===== src/verilog/pfs_pkg.sv =====
// package for the port output buffer and pin function select block
// assumes a single system clock domain and a plain register port
package pfs_pkg;

  // ------------------------------------------------------------
  // register indices on the plain register port
  // ------------------------------------------------------------
  localparam logic [3:0] ADDR_D_BUF0 = 4'h0;
  localparam logic [3:0] ADDR_D_BUF1 = 4'h1;
  localparam logic [3:0] ADDR_D_BUF2 = 4'h2;
  localparam logic [3:0] ADDR_R_BUF0 = 4'h3;
  localparam logic [3:0] ADDR_PORT_MODE_C = 4'hb;
  localparam logic [3:0] ADDR_PORT_MODE_B = 4'hc;
  localparam logic [3:0] ADDR_STATUS = 4'hd;

  // ------------------------------------------------------------
  // sizes, fields, reset values
  // ------------------------------------------------------------
  localparam int D_PINS = 12;
  localparam int D_GROUPS = 3;
  localparam int R_PORTS = 8;
  localparam logic [3:0] NIBBLE_RESET = 4'h0;
  localparam int PMC_EVN_B = 0;
  localparam int PMC_EVN_D = 1;
  localparam int PMC_STOP_CLEAR_INPUT = 2;
  localparam int PMC_IRQ0 = 3;
  localparam int PMB_IRQ1 = 0;
  localparam int PMB_IRQ2 = 1;
  localparam int PMB_IRQ3 = 2;
  localparam int PMB_IRQ4 = 3;
  // pins that carry an alternate input, as bit indices of the pin vectors
  localparam int D_PIN_STOP_CLEAR_INPUT = 10;
  localparam int D_PIN_IRQ0 = 11;
  localparam int R_PIN_EVN_B = 7;
  localparam int R_PIN_EVN_D = 8;

endpackage : pfs_pkg


===== src/verilog/pfs_top.sv =====
// buffer enables and pin function selects for the general ports
// assumes register strobes come from logic on clk_i; stop_exit_i is a pulse from clk_i logic
//
// Function
// - each buffer control bit maps to one pin; D groups ascending, R port bit n to pin n
// - mode C bit 3 selects D11 general or active-low external interrupt zero
// - mode C bit 2 selects D10 or stop clear; keeps value on stop exit
// - mode C bit 0 selects event counter B on R1_3, bit 1 counter D on R2_0
// - mode B bit 3 selects R0_3 general or external interrupt four
// - mode B bit 2 selects R0_2 general or external interrupt three
// - mode B bit 1 selects interrupt two on R0_1, bit 0 interrupt one on R0_0
`timescale 1ns/1ps
`default_nettype none

module pfs_top
  import pfs_pkg::*;
(
  input wire logic clk_i,
  input wire logic rst_i,
  input wire logic ce_i,
  input wire logic [3:0] addr_i,
  input wire logic [3:0] wdata_i,
  input wire logic wr_i,
  input wire logic rd_i,
  input wire logic stop_exit_i,
  input wire logic [D_PINS-1:0] d_pin_i,
  input wire logic [4*R_PORTS-1:0] r_pin_i,
  output logic [3:0] rdata_o,
  output logic [D_PINS-1:0] d_oe_n_o,
  output logic [4*R_PORTS-1:0] r_oe_n_o,
  output logic ext_irq_zero_o,
  output logic ext_irq_one_o,
  output logic ext_irq_two_o,
  output logic ext_irq_three_o,
  output logic ext_irq_four_o,
  output logic stop_clear_input_o,
  output logic event_counter_b_input_o,
  output logic event_counter_d_input_o
);

  // ------------------------------------------------------------
  // buffer control registers
  // ------------------------------------------------------------
  logic [D_PINS-1:0] d_port_buffer_ctrl_reg;
  logic [4*R_PORTS-1:0] r_port_buffer_ctrl_reg;
  logic [3:0] port_mode_c_reg;
  logic [3:0] port_mode_b_reg;
  logic [D_PINS-1:0] d_sync1_reg, d_sync2_reg;
  logic [4*R_PORTS-1:0] r_sync1_reg, r_sync2_reg;

  genvar g;
  generate
    for (g = 0; g < D_GROUPS; g++) begin : gen_d_grp
      always_ff @(posedge clk_i or posedge rst_i) begin
        if (rst_i) begin
          d_port_buffer_ctrl_reg[4*g +: 4] <= NIBBLE_RESET;
        end else if (ce_i && wr_i && addr_i == ADDR_D_BUF0 + 4'(g)) begin
          d_port_buffer_ctrl_reg[4*g +: 4] <= wdata_i;
        end
      end
    end
    for (g = 0; g < R_PORTS; g++) begin : gen_r_port
      always_ff @(posedge clk_i or posedge rst_i) begin
        if (rst_i) begin
          r_port_buffer_ctrl_reg[4*g +: 4] <= NIBBLE_RESET;
        end else if (ce_i && wr_i && addr_i == ADDR_R_BUF0 + 4'(g)) begin
          r_port_buffer_ctrl_reg[4*g +: 4] <= wdata_i;
        end
      end
    end
  endgenerate

  // ------------------------------------------------------------
  // port mode registers
  // ------------------------------------------------------------
  // stop exit clears every mode bit except the stop clear select; a write to a mode register in the same cycle wins
  // keeping that select armed lets the same pin end the next stop mode
  always_ff @(posedge clk_i or posedge rst_i) begin
    if (rst_i) begin
      port_mode_c_reg <= NIBBLE_RESET;
    end else if (ce_i) begin
      if (wr_i && addr_i == ADDR_PORT_MODE_C) begin
        port_mode_c_reg <= wdata_i;
      end else if (stop_exit_i) begin
        port_mode_c_reg <= port_mode_c_reg & (4'h1 << PMC_STOP_CLEAR_INPUT);
      end
    end
  end

  always_ff @(posedge clk_i or posedge rst_i) begin
    if (rst_i) begin
      port_mode_b_reg <= NIBBLE_RESET;
    end else if (ce_i) begin
      if (wr_i && addr_i == ADDR_PORT_MODE_B) begin
        port_mode_b_reg <= wdata_i;
      end else if (stop_exit_i) begin
        port_mode_b_reg <= NIBBLE_RESET;
      end
    end
  end

  // ------------------------------------------------------------
  // pin sampling, outputs
  // ------------------------------------------------------------
  // two flops per pin: the pins are asynchronous, so the first flop may settle late
  always_ff @(posedge clk_i or posedge rst_i) begin
    if (rst_i) begin
      d_sync1_reg <= '0;
      d_sync2_reg <= '0;
      r_sync1_reg <= '0;
      r_sync2_reg <= '0;
    end else if (ce_i) begin
      d_sync1_reg <= d_pin_i;
      d_sync2_reg <= d_sync1_reg;
      r_sync1_reg <= r_pin_i;
      r_sync2_reg <= r_sync1_reg;
    end
  end

  // a pin given to an alternate input never drives, whatever its buffer bit says
  // enables lag the registers by one edge so every output comes from a flop
  always_ff @(posedge clk_i or posedge rst_i) begin
    if (rst_i) begin
      d_oe_n_o <= '1;
      r_oe_n_o <= '1;
    end else if (ce_i) begin
      d_oe_n_o <= ~d_port_buffer_ctrl_reg;
      d_oe_n_o[D_PIN_IRQ0] <= ~d_port_buffer_ctrl_reg[D_PIN_IRQ0] | port_mode_c_reg[PMC_IRQ0];
      d_oe_n_o[D_PIN_STOP_CLEAR_INPUT] <= ~d_port_buffer_ctrl_reg[D_PIN_STOP_CLEAR_INPUT] | port_mode_c_reg[PMC_STOP_CLEAR_INPUT];
      r_oe_n_o <= ~r_port_buffer_ctrl_reg;
      r_oe_n_o[3:0] <= ~r_port_buffer_ctrl_reg[3:0] | port_mode_b_reg;
      r_oe_n_o[R_PIN_EVN_B] <= ~r_port_buffer_ctrl_reg[R_PIN_EVN_B] | port_mode_c_reg[PMC_EVN_B];
      r_oe_n_o[R_PIN_EVN_D] <= ~r_port_buffer_ctrl_reg[R_PIN_EVN_D] | port_mode_c_reg[PMC_EVN_D];
    end
  end

  // deselected alternate inputs idle inactive: interrupts 0 and 1 high, others low
  always_ff @(posedge clk_i or posedge rst_i) begin
    if (rst_i) begin
      ext_irq_zero_o <= 1'b1;
      ext_irq_one_o <= 1'b1;
      ext_irq_two_o <= 1'b0;
      ext_irq_three_o <= 1'b0;
      ext_irq_four_o <= 1'b0;
      stop_clear_input_o <= 1'b0;
      event_counter_b_input_o <= 1'b0;
      event_counter_d_input_o <= 1'b0;
    end else if (ce_i) begin
      ext_irq_zero_o <= port_mode_c_reg[PMC_IRQ0] ? d_sync2_reg[D_PIN_IRQ0] : 1'b1;
      stop_clear_input_o <= port_mode_c_reg[PMC_STOP_CLEAR_INPUT] & d_sync2_reg[D_PIN_STOP_CLEAR_INPUT];
      event_counter_b_input_o <= port_mode_c_reg[PMC_EVN_B] & r_sync2_reg[R_PIN_EVN_B];
      event_counter_d_input_o <= port_mode_c_reg[PMC_EVN_D] & r_sync2_reg[R_PIN_EVN_D];
      ext_irq_four_o <= port_mode_b_reg[PMB_IRQ4] & r_sync2_reg[3];
      ext_irq_three_o <= port_mode_b_reg[PMB_IRQ3] & r_sync2_reg[2];
      ext_irq_two_o <= port_mode_b_reg[PMB_IRQ2] & r_sync2_reg[1];
      ext_irq_one_o <= port_mode_b_reg[PMB_IRQ1] ? r_sync2_reg[0] : 1'b1;
    end
  end

  // mode registers are write-only, so only status reads return the synchronised pin levels of port D low nibble
  // nothing else is readable: software keeps its own copy of what it wrote
  always_ff @(posedge clk_i or posedge rst_i) begin
    if (rst_i) begin
      rdata_o <= NIBBLE_RESET;
    end else if (ce_i) begin
      rdata_o <= (rd_i && addr_i == ADDR_STATUS) ? d_sync2_reg[3:0] : NIBBLE_RESET;
    end
  end
endmodule // pfs_top

`default_nettype wire

===== config.mk =====
export PLATFORM = sky130hd
export DESIGN_NAME = pfs_top
export DESIGN_NICKNAME = d
export VERILOG_FILES = /design/src/verilog/pfs_pkg.sv /design/src/verilog/pfs_top.sv
export SDC_FILE = /design/constraint.sdc
export NUM_CORES = 1
export LEC_CHECK = 0
export ABC_AREA = 1
export BUFFER_PORTS_ARGS = -buffer_cell sky130_fd_sc_hd__clkbuf_2
export CAP_MARGIN = 10
export CORE_MARGIN = 2
export CORE_UTILIZATION = 54
export CTS_CLUSTER_DIAMETER = 50
export DETAILED_ROUTE_END_ITERATION = 7
export PLACE_DENSITY = 0.88
export SLEW_MARGIN = 20
export SYNTH_ARGS = -nofsm -noshare
export SYNTH_HDL_FRONTEND = slang
export SYNTH_SLANG_ARGS = --single-unit

===== constraint.sdc =====
create_clock -name clk_i -period 5.1 [get_ports clk_i]
set_clock_uncertainty 0.2 [all_clocks]
set_input_delay 1.02 -clock clk_i [delete_from_list [all_inputs] [get_ports clk_i]]
set_output_delay 1.02 -clock clk_i [all_outputs]
set_load 0.01 [all_outputs]

# After elaboration in Yosys (flattened, before gate mapping)
# Cells that the tools add are included.
# totals
mem_count,0
mem_bits_rw,0
word_cells,88
mem_bits_ro,0
output_inout_bits,56
regBits,150
latchBits,0
# classes
reduce_logical,21
addsub,0
n_eq_ne,13
n_mul,0
div_mod_pow,0
n_mux,7
shifts,0
magnitude_cmp,0
bitwise,18
# op_table
operator,n
32-bit NOT,1
"4-bit == test, second input constant",6
4-bit two-way mux,5
"4-bit by 3-bit == test with 1-bit output, second input constant",4
1-bit logical AND,15
10-bit NOT,1
"4-bit by 2-bit == test with 1-bit output, second input constant",2
1-bit bitwise AND,6
2-bit AND reduction,3
"4-bit by 1-bit == test with 1-bit output, second input constant",1
4-bit logical NOT,1
1-bit NOT,4
4-bit NOT,1
1-bit OR,4
4-bit OR,1
2-bit nonzero test,2
1-bit two-way mux,2

# Longest topological paths before layout
# Gate-level depths: netlist of run 1.
# logic_depth
word_depth,4
depth_mapped,6

# Worst setup path after synthesis of run 1
# No wires, ideal clock.
# synth_path
path_type,input -> register
startpoint,input addr_i[1]
endpoint,register r_port_buffer_ctrl_reg[28]
setup_time_ps,119
t_required_ps,4781
cell_stages,6
path_buffers,1
arrival_ps,1605
path_slack_ps,3177
path_cell_list,inv_1 > nor2_1 > buf_2 > nand3_2 > nand2_1 > nand2_1
# synth_via
elab_chain_len,2
# synth_lines
item,line,rtl
start: declaration,pfs_top.sv:21,"input wire logic [3:0] addr_i,"
4-bit == test,pfs_top.sv:66,end else if (ce_i && wr_i && addr_i == ADDR_R_BUF0 + 4'(g)) begin
1-bit logical AND,pfs_top.sv:66,
end signal: indexed assignment,pfs_top.sv:67,r_port_buffer_ctrl_reg[4*g +: 4] <= wdata_i;
end: declaration,pfs_top.sv:45,logic [4*R_PORTS-1:0] r_port_buffer_ctrl_reg;
# Every way passes these cells.
# A chain may end at the register's enable or synchronous reset.

==> results of run 1 <==
## kinds of logic (layout without fill, tap and decap cells)
family,Yosys count,after routing,synth area share (%)
AO/OA/AOI/OAI,84,84,8.212
buffers and inverters,51,144,4.154
flip-flops,132,132,65.26
AND/OR/NAND/NOR,282,282,22.38
## per-layer routing
layer  part of all wire (%)  vias up  global-route usage [%]  wire length, um
li1                       -     1901                       -                -
met1                     42     1946                   30.84             4833
met2                     49      164                   38.06             5677
met3                    7.4       24                   7.660              859
met4                    1.7        0                   7.900              199
met5                      0        -                       0                0
## where the power goes
group	internal (mW)	leakage (nW)	total, mW	switching [mW]
Clock	0.743	0.278	1.18	0.442
Combinational	0.103	1.22	0.286	0.183
Sequential	1.22	1.60	1.30	0.0806
## worst max path at each step
stage / start / slack, ns / end
floorplan: rst_i / 0.43 / d_port_buffer_ctrl_reg[0]$_DFFE_PP0P_
global placement: ce_i / 2.10 / r_oe_n_o[3]$_DFFE_PP1P_
detailed placement: ce_i / 2.03 / r_oe_n_o[3]$_DFFE_PP1P_
CTS: ce_i / 2.54 / r_oe_n_o[3]$_DFFE_PP1P_
global route: ce_i / 2.34 / r_oe_n_o[22]$_DFFE_PP1P_
finish: ce_i / 2.55 / r_oe_n_o[3]$_DFFE_PP1P_
## per-stage QoR
step           power (mW)  std cells
6_report            2.770        771
5_1_grt             2.881        771
4_1_cts             2.779        771
3_5_place_dp        1.597        739
3_3_place_gp        1.575        739
2_1_floorplan       1.474        549
## final cells by class
type / instances / area share [%]
clock buffers: 19 / 6.782
clock inverters: 13 / 2.556
inverters: 27 / 1.670
multi-input cells: 366 / 25.34
flip-flops and latches: 132 / 54.06
well taps: 129 / 2.596
repair buffers: 85 / 7.003
## cell usage in the layout (no fill, tap or decap), types with 3 or more instances in the layout
cell	Yosys	routed
a21oi_1	3	3
buf_4	2	4
bufinv_16	0	3
clkbuf_16	0	16
clkbuf_2	0	81
clkinv_2	0	4
clkinvlp_4	0	3
dfrtp_1	86	86
dfstp_2	46	46
inv_1	23	22
inv_2	4	4
nand2_1	229	229
nand2_2	4	4
nand3_1	14	14
nand3_2	3	3
nand4_1	8	8
nor2_1	17	17
nor2_2	5	5
o21ai_0	78	78
## worst max-delay path: stages
cell and delay (ns):
clkbuf_2 0.08, buf_4 0.28, inv_2 0.63, buf_4 0.50, nor2_1 0.09, a21oi_1 0.16
==> flow_summary.json, run 1 <==
{
  "hold_buffers": 0,
  "grt_pass1_vias": 3933,
  "pre_cts_ws_ns": 2.034,
  "synth.most_common_cell": "nand2_1",
  "ioPinCount": 114,
  "synth_top_area_cell": "dfrtp_1",
  "yosysWarnings": 0,
  "drt_wl_total_mm": 11.57,
  "area_delta_synth_final_pct": 20.72,
  "hp-start": "d_port_buffer_ctrl_reg[11]$_DFFE_PP0P_",
  "syn_avg_cell_area_sq_um": 9.381,
  "overflow": 0,
  "worst-setup-path-type": "in -> reg",
  "dr.first_iter.drc_count": 198,
  "viasPerCell": 5.233,
  "fp.dieW_um": 101.7,
  "drc": 0,
  "fp-row-count": 35,
  "grt_antenna_before_repair": 0,
  "rr_endpoint": "r_oe_n_o[0]$_DFFE_PP1P_",
  "layout_setup_ws_ns": 2.549,
  "setup-violations-final": 0,
  "synth_top_cell_area_share_pct": 41.79,
  "period_minus_slack_ns": 2.551,
  "hold_path_depth": 1,
  "drive_gt1_share_pct": 28.04,
  "clockBufferDepth": 2,
  "multi_input_area_sq_um": 1575,
  "synth.distinct_cells": 19,
  "cp-end-kind": "flip-flop",
  "grt_max_degree": 59,
  "synth.ff_latch_count": 132,
  "relSlewSlack_pct": 47.86,
  "power_leakage_nw": 3.102,
  "worst_r2r_path_depth": 2,
  "ctsRootBufferMaster": "clkbuf_8",
  "cap_violations": 0,
  "clock_latency_ns": 0.51,
  "syn_inst": 549,
  "routed-via-count": 4035,
  "netlist_area_sq_um": 5150,
  "n_fill_cell": 715,
  "clk_pin_slew_ns": 0.06,
  "p_per_area_nw_per_um2": 445.6,
  "fin_area_sq_um": 6217,
  "final.setup.tns_ns": 0,
  "drv_slew": 0,
  "critPathLaunchType": "input port",
  "yosysSeqAreaShare_pct": 65.26,
  "numPortBuffers": 81,
  "layout.nets": 687,
  "place_area_sq_um": 5637,
  "track_usage_pct": 23.75,
  "dieHeight_um": 101.7,
  "ctsResizeCount": 0,
  "fin_crit_sh_pct": 50.03,
  "arrival_ns": 2.79,
  "crit_fanout": 58,
  "rsz0062_at_grt": "no",
  "dpl.hpwl_mm": 7.600,
  "worst_hold_slack_ns": 0.2331,
  "ant_nets": 0,
  "wire_per_inst_um": 15.01,
  "cts_tree": "built",
  "final_core_util_pct": 67.29,
  "diodes": 0,
  "grt_pass1_wl_mm": 18.87,
  "r2r-start": "r_oe_n_o[0]$_DFFE_PP1P_",
  "synth_common_cells": "nand2_1 (229), dfrtp_1 (86), o21ai_0 (78), dfstp_2 (46), inv_1 (23)",
  "hold_viol": 0,
  "synth_enable_flop_cells": 0,
  "dieArea_sq_um": 10330,
  "ir_drop_mv": 0.2217,
  "synthFlopType": "dfrtp_1",
  "hp-class": "reg -> reg",
  "cts.sinks": 132,
  "design.core.area_sq_um": 9240,
  "min_to": "d_oe_n_o[11]$_DFFE_PP1P_",
  "tightest_slew_ns": 0.7793,
  "drtPass1Iterations": 5,
  "cts_setup_buffers": 0,
  "synth_area_leaders": "dfrtp_1 (42%), dfstp_2 (23%), nand2_1 (17%)",
  "cts_buffers": 17,
  "gp_congestion": 0.8331,
  "syn_nets": 607,
  "cts_max_level": 4,
  "register_area_sq_um": 3361,
  "crit_required_ns": 5.34,
  "regToRegSetupSlack_ns": 4.06,
  "start_util_pct": 55.73,
  "status": "finished, final reports clean",
  "async_reset_ff_share_pct": 100.0,
  "timing.fmax_mhz": 391.9
}
No activity file was read; power rests on OpenSTA's default activity.
==> run 2: changes to the inputs <==
--- a/config.mk
+++ b/config.mk
@@ -9,10 +9,10 @@
 export BUFFER_PORTS_ARGS = -buffer_cell sky130_fd_sc_hd__clkbuf_2
 export CAP_MARGIN = 10
 export CORE_MARGIN = 2
-export CORE_UTILIZATION = 54
+export CORE_UTILIZATION = 48
 export CTS_CLUSTER_DIAMETER = 50
 export DETAILED_ROUTE_END_ITERATION = 7
-export PLACE_DENSITY = 0.88
+export PLACE_DENSITY = 0.83
 export SLEW_MARGIN = 20
 export SYNTH_ARGS = -nofsm -noshare
 export SYNTH_HDL_FRONTEND = slang
==> constraint.sdc (replaced) <==
create_clock -name clk_i -period 2.3 [get_ports clk_i]
set_clock_uncertainty 0.2 [all_clocks]
set_input_delay 0.46 -clock clk_i [delete_from_list [all_inputs] [get_ports clk_i]]
set_output_delay 0.46 -clock clk_i [all_outputs]
set_load 0.01 [all_outputs]
==> run 2 against run 1 <==
Combinational power up 130%. Cell count up 3.0%. Via count down 0.15%. Hold slack worse by 0.21 ns. Clock power up 130%. First-iteration DRC count up 61%. Critical path depth down 5.
==> flow_summary.json, run 2 (same netlist as run 1, synthesis figures left out) <==
{
  "layout.nets": 703,
  "p_seq_share_pct": 46.2,
  "drive_gt1_share_pct": 27.81,
  "crit_fanout": 2,
  "crit_path_max_incr_delay_ns": 0.54,
  "diodes": 0,
  "clock_latency_ns": 0.52,
  "drt_wl_total_mm": 11.74,
  "ctsResizeCount": 0,
  "wire_per_inst_um": 14.78,
  "hold_buffers": 12,
  "p_per_area_nw_per_um2": 975.4,
  "rr_endpoint": "d_oe_n_o[5]$_DFFE_PP1P_",
  "fp.dieW_um": 107.6,
  "routed-via-count": 4029,
  "cts_tree": "built",
  "place_area_sq_um": 5689,
  "design.core.area_sq_um": 10370,
  "overflow": 0,
  "viasPerCell": 5.074,
  "worst-setup-path-type": "reg -> out",
  "rsz0062_at_grt": "no",
  "hp-class": "in -> reg",
  "cap_violations": 0,
  "grt_antenna_before_repair": 0,
  "hold_path_depth": 3,
  "cts_buffers": 17,
  "setup-violations-final": 0,
  "numPortBuffers": 81,
  "dieArea_sq_um": 11570,
  "dr.first_iter.drc_count": 318,
  "clk_pin_slew_ns": 0.06,
  "crit_required_ns": 1.64,
  "r2r-start": "d_oe_n_o[5]$_DFFE_PP1P_",
  "layout_commonest_cell": "nand2_1",
  "grt_pass1_wl_mm": 19.24,
  "drtPass1Iterations": 5,
  "drc": 0,
  "critPathLaunchType": "flip-flop",
  "slowest_stage": "dfstp_2",
  "fp-row-count": 37,
  "ctsRootBufferMaster": "clkbuf_8",
  "ioPinCount": 114,
  "hold_viol": 0,
  "grt_max_degree": 60,
  "relSlewSlack_pct": 66.06,
  "power_leakage_nw": 3.182,
  "path_cells": "clkbuf_2",
  "dieHeight_um": 107.6,
  "start_util_pct": 49.66,
  "period_minus_slack_ns": 1.857,
  "tightest_slew_ns": 0.5091,
  "status": "finished, final reports clean",
  "drv_slew": 0,
  "fin_crit_sh_pct": 80.76,
  "dpl.hpwl_mm": 7.804,
  "ant_nets": 0,
  "regToRegSetupSlack_ns": 1.24,
  "fin_area_sq_um": 6412,
  "track_usage_pct": 21.86,
  "worst_r2r_path_depth": 2,
  "gp_congestion": 0.8087,
  "cts_max_level": 4,
  "p_sw_share_pct": 24.59,
  "cp_top_family": "flip-flops",
  "mostFrequentLayoutCells": "nand2_1 (229), dfrtp_1 (86), clkbuf_2 (81)",
  "clkPwrFrac_pct": 43.4,
  "ir_drop_mv": 0.5028,
  "area_delta_synth_final_pct": 24.51,
  "comb_power_share_pct": 10.5,
  "cts.sinks": 132,
  "switchingPower_mw": 1.538,
  "n_fill_cell": 810,
  "cp-end-kind": "output port",
  "grt_pass1_vias": 3955,
  "min_to": "r_sync1_reg[3]$_DFFE_PP0P_",
  "timing.fmax_mhz": 538.4,
  "arrival_ns": 1.20,
  "cts_setup_buffers": 0,
  "crit_buf_inv": 1,
  "final.setup.tns_ns": 0,
  "hp-start": "r_pin_i[3]",
  "clockBufferDepth": 2,
  "internal_power_mw": 4.717
}
run 2: layer usage:
layer	wire, um	GRT usage, %
met2	5592	34.37
met3	797	8.051
met4	193	7.326
met1	5153	28.14
met5	0	0
run 2: power groups by stage:
stage / Combinational [mW] / Sequential [mW] / Clock (mW)
floorplan: 0.352 / 2.92 / 0
global placement: 0.606 / 2.90 / 0
detailed placement: 0.637 / 2.91 / 0
CTS: 0.666 / 2.89 / 2.75
global route: 0.749 / 2.92 / 2.86
finish: 0.655 / 2.89 / 2.71
run 2: worst max-delay path by stage:
stage / from / to / slack, ns / cells past startpoint
after floorplan: rst_i / d_port_buffer_ctrl_reg[0]$_DFFE_PP0P_ / 0.04 / 1
after global placement: ce_i / port_mode_b_reg[2]$_DFFE_PP0P_ / 0.52 / 5
after detailed placement: ce_i / port_mode_b_reg[2]$_DFFE_PP0P_ / 0.46 / 5
after CTS: r_oe_n_o[16]$_DFFE_PP1P_ / r_oe_n_o[16] / 0.42 / 1
after global routing: r_oe_n_o[0]$_DFFE_PP1P_ / r_oe_n_o[0] / 0.39 / 1
final: r_oe_n_o[16]$_DFFE_PP1P_ / r_oe_n_o[16] / 0.44 / 1
run 2: stage by stage:
| stage | hold WS (ns) | setup slack [ns] | total power, mW | cells | util (%) |
|---|---|---|---|---|---|
| floorplan | 0.1872 | 0.04036 | 3.269 | 549 | - |
| global placement | 0.2038 | 0.5168 | 3.506 | 750 | 54.86 |
| detailed placement | 0.2088 | 0.4583 | 3.550 | 750 | 54.86 |
| CTS | 0.01508 | 0.4237 | 6.299 | 794 | 61.84 |
| global route | 0.01786 | 0.3909 | 6.526 | 794 | 61.84 |
| finish | 0.02498 | 0.4425 | 6.255 | 794 | 61.84 |
run 2: cell type report:
| cell class | instances | area [sq um] | area share (%) |
|---|---|---|---|
| sequential | 132 | 3361 | 52.41 |
| clock buffer | 24 | 480.5 | 7.493 |
| inverter | 27 | 105.1 | 1.639 |
| tap | 136 | 170.2 | 2.654 |
| timing repair buffer | 101 | 598.1 | 9.327 |
| clock inverter | 8 | 122.6 | 1.912 |
| multi-input combinational | 366 | 1575 | 24.57 |
==> run 3: changes to the inputs <==
--- a/config.mk
+++ b/config.mk
@@ -9,10 +9,10 @@
 export BUFFER_PORTS_ARGS = -buffer_cell sky130_fd_sc_hd__clkbuf_2
 export CAP_MARGIN = 10
 export CORE_MARGIN = 2
-export CORE_UTILIZATION = 48
+export CORE_UTILIZATION = 54
 export CTS_CLUSTER_DIAMETER = 50
 export DETAILED_ROUTE_END_ITERATION = 7
-export PLACE_DENSITY = 0.83
+export PLACE_DENSITY = 0.88
 export SLEW_MARGIN = 20
 export SYNTH_ARGS = -nofsm -noshare
 export SYNTH_HDL_FRONTEND = slang
==> constraint.sdc (replaced) <==
create_clock -name clk_i -period 1.9 [get_ports clk_i]
set_clock_uncertainty 0.2 [all_clocks]
set_input_delay 0.38 -clock clk_i [delete_from_list [all_inputs] [get_ports clk_i]]
set_output_delay 0.38 -clock clk_i [all_outputs]
set_load 0.01 [all_outputs]
==> run 3 against run 2 <==
Sequential share of layout area decreased by 0.26 points. Register-to-register slack got worse by 0.35 ns. Via count rose by 2.4%. Clock power rose by 21%. Cell area rose by 0.51%.
==> flow_summary.json, run 3 (same netlist as run 1, synthesis figures left out) <==
{
  "cts_setup_buffers": 0,
  "overflow": 0,
  "wire_per_inst_um": 15.28,
  "cp_top_family": "flip-flops",
  "final_core_util_pct": 69.75,
  "ant_nets": 0,
  "ioPinCount": 114,
  "dr.first_iter.drc_count": 253,
  "ir_drop_mv": 0.5226,
  "drv_slew": 0,
  "rr_endpoint": "r_oe_n_o[0]$_DFFE_PP1P_",
  "grt_max_degree": 76,
  "viasPerCell": 5.227,
  "diodes": 0,
  "p_sw_share_pct": 25.44,
  "arrival_ns": 1.21,
  "hold_viol": 0,
  "clockBufferDepth": 2,
  "rsz0062_at_grt": "no",
  "crit_fanout": 2,
  "hold_path_depth": 3,
  "dpl.hpwl_mm": 7.621,
  "switchingPower_mw": 1.932,
  "start_util_pct": 55.73,
  "crit_required_ns": 1.32,
  "hold_buffers": 13,
  "drive_gt1_share_pct": 28.03,
  "track_usage_pct": 25.11,
  "crit_buf_inv": 1,
  "clkPwrFrac_pct": 43.3,
  "p_per_area_nw_per_um2": 1178,
  "power_mw": 7.592,
  "power_leakage_nw": 3.209,
  "cts_buffers": 17,
  "clock_latency_ns": 0.53,
  "grt_antenna_before_repair": 0,
  "timing.fmax_mhz": 558.7,
  "fp-row-count": 35,
  "path_cells": "clkbuf_2",
  "cap_violations": 0,
  "grt_pass1_vias": 4238,
  "worst-setup-path-type": "reg -> out",
  "cts_tree": "built",
  "fp.dieW_um": 101.7,
  "hp-start": "wdata_i[2]",
  "layout.nets": 705,
  "status": "finished, final reports clean",
  "cts_max_level": 4,
  "critPathLaunchType": "flip-flop",
  "fin_crit_sh_pct": 94.20,
  "period_minus_slack_ns": 1.790,
  "relSlewSlack_pct": 76.04,
  "clk_pin_slew_ns": 0.07,
  "drtPass1Iterations": 7,
  "min_to": "r_port_buffer_ctrl_reg[26]$_DFFE_PP0P_",
  "cp-end-kind": "output port",
  "p_seq_share_pct": 46.0,
  "final_cells": 789,
  "routed-via-count": 4124,
  "comb_power_share_pct": 10.8,
  "layout_setup_ws_ns": 0.1102,
  "cts.sinks": 132,
  "pre_cts_ws_ns": 0.2149,
  "crit_path_max_incr_delay_ns": 0.54,
  "drc": 0,
  "mostFrequentLayoutCells": "nand2_1 (229), dfrtp_1 (86), clkbuf_2 (81)",
  "gp_congestion": 0.8227,
  "numPortBuffers": 81,
  "tightest_slew_ns": 0.3586,
  "slowest_stage": "dfstp_2",
  "dieArea_sq_um": 10330,
  "worst_r2r_path_depth": 2,
  "drt_wl_total_mm": 12.05,
  "hp-class": "in -> reg",
  "layout_commonest_cell": "nand2_1",
  "dp.cells": 744,
  "regToRegSetupSlack_ns": 0.89,
  "r2r-start": "r_oe_n_o[0]$_DFFE_PP1P_",
  "ctsRootBufferMaster": "clkbuf_8",
  "dieHeight_um": 101.7,
  "internal_power_mw": 5.661,
  "ctsResizeCount": 0,
  "design.core.area_sq_um": 9240,
  "setup-violations-final": 0,
  "area_delta_synth_final_pct": 25.15,
  "grt_pass1_wl_mm": 19.81
}
## run 3: changes by cell type in the layout (fill, tap and decap cells not counted), sizes merged
cell	before	now
dlygate4sd3	12	13
inv	26	27
buf	8	9
clkinv	2	7
clkbuf	105	102
clkinvlp	4	1
## run 3: metrics by stage
stage / TNS (ns) / hold WS, ns / area, sq um
final: 0 / 0.05084 / 6445
after global routing: 0 / 0.04386 / 6445
after CTS: 0 / 0.03343 / 6445
after detailed placement: 0 / 0.1688 / 5713
after global placement: 0 / 0.1631 / 5713
after floorplan: -24.05 / 0.1872 / 5154
## run 3: how the worst max path moves through the flow
stage / start / end / slack, ns / depth (start not counted)
2_1_floorplan: rst_i / d_port_buffer_ctrl_reg[0]$_DFFE_PP0P_ / -0.28 / 1
3_3_place_gp: ce_i / r_sync2_reg[0]$_DFFE_PP0P_ / 0.30 / 6
3_5_place_dp: ce_i / d_port_buffer_ctrl_reg[0]$_DFFE_PP0P_ / 0.21 / 7
4_1_cts: r_oe_n_o[22]$_DFFE_PP1P_ / r_oe_n_o[22] / 0.10 / 1
5_1_grt: r_oe_n_o[22]$_DFFE_PP1P_ / r_oe_n_o[22] / 0.08 / 1
6_report: r_oe_n_o[19]$_DFFE_PP1P_ / r_oe_n_o[19] / 0.11 / 1
## run 3: area by class of cell
| class | instances | area (sq um) |
|---|---|---|
| Sequential cell | 132 | 3361 |
| Clock buffer | 21 | 449.2 |
| Multi-Input combinational cell | 366 | 1575 |
| Inverter | 27 | 105.1 |
| Clock inverter | 11 | 152.6 |
| Timing Repair Buffer | 103 | 640.6 |
| Tap cell | 129 | 161.4 |
| Fill cell | 671 | 2795 |
## run 3: per-layer routing
metal	track usage [%]	up-vias	wire length (um)
met5	0	-	0
met4	9.771	0	227
met3	7.108	25	797
met2	41.14	150	5949
met1	31.78	2007	5079
li1	-	1942	-
## run 3: power by group through the flow
stage	Clock (mW)	Combinational [mW]	Sequential [mW]
final	3.29	0.816	3.49
after global routing	3.45	0.922	3.53
after CTS	3.32	0.827	3.49
after detailed placement	0	0.783	3.52
after global placement	0	0.739	3.51
after floorplan	0	0.427	3.53
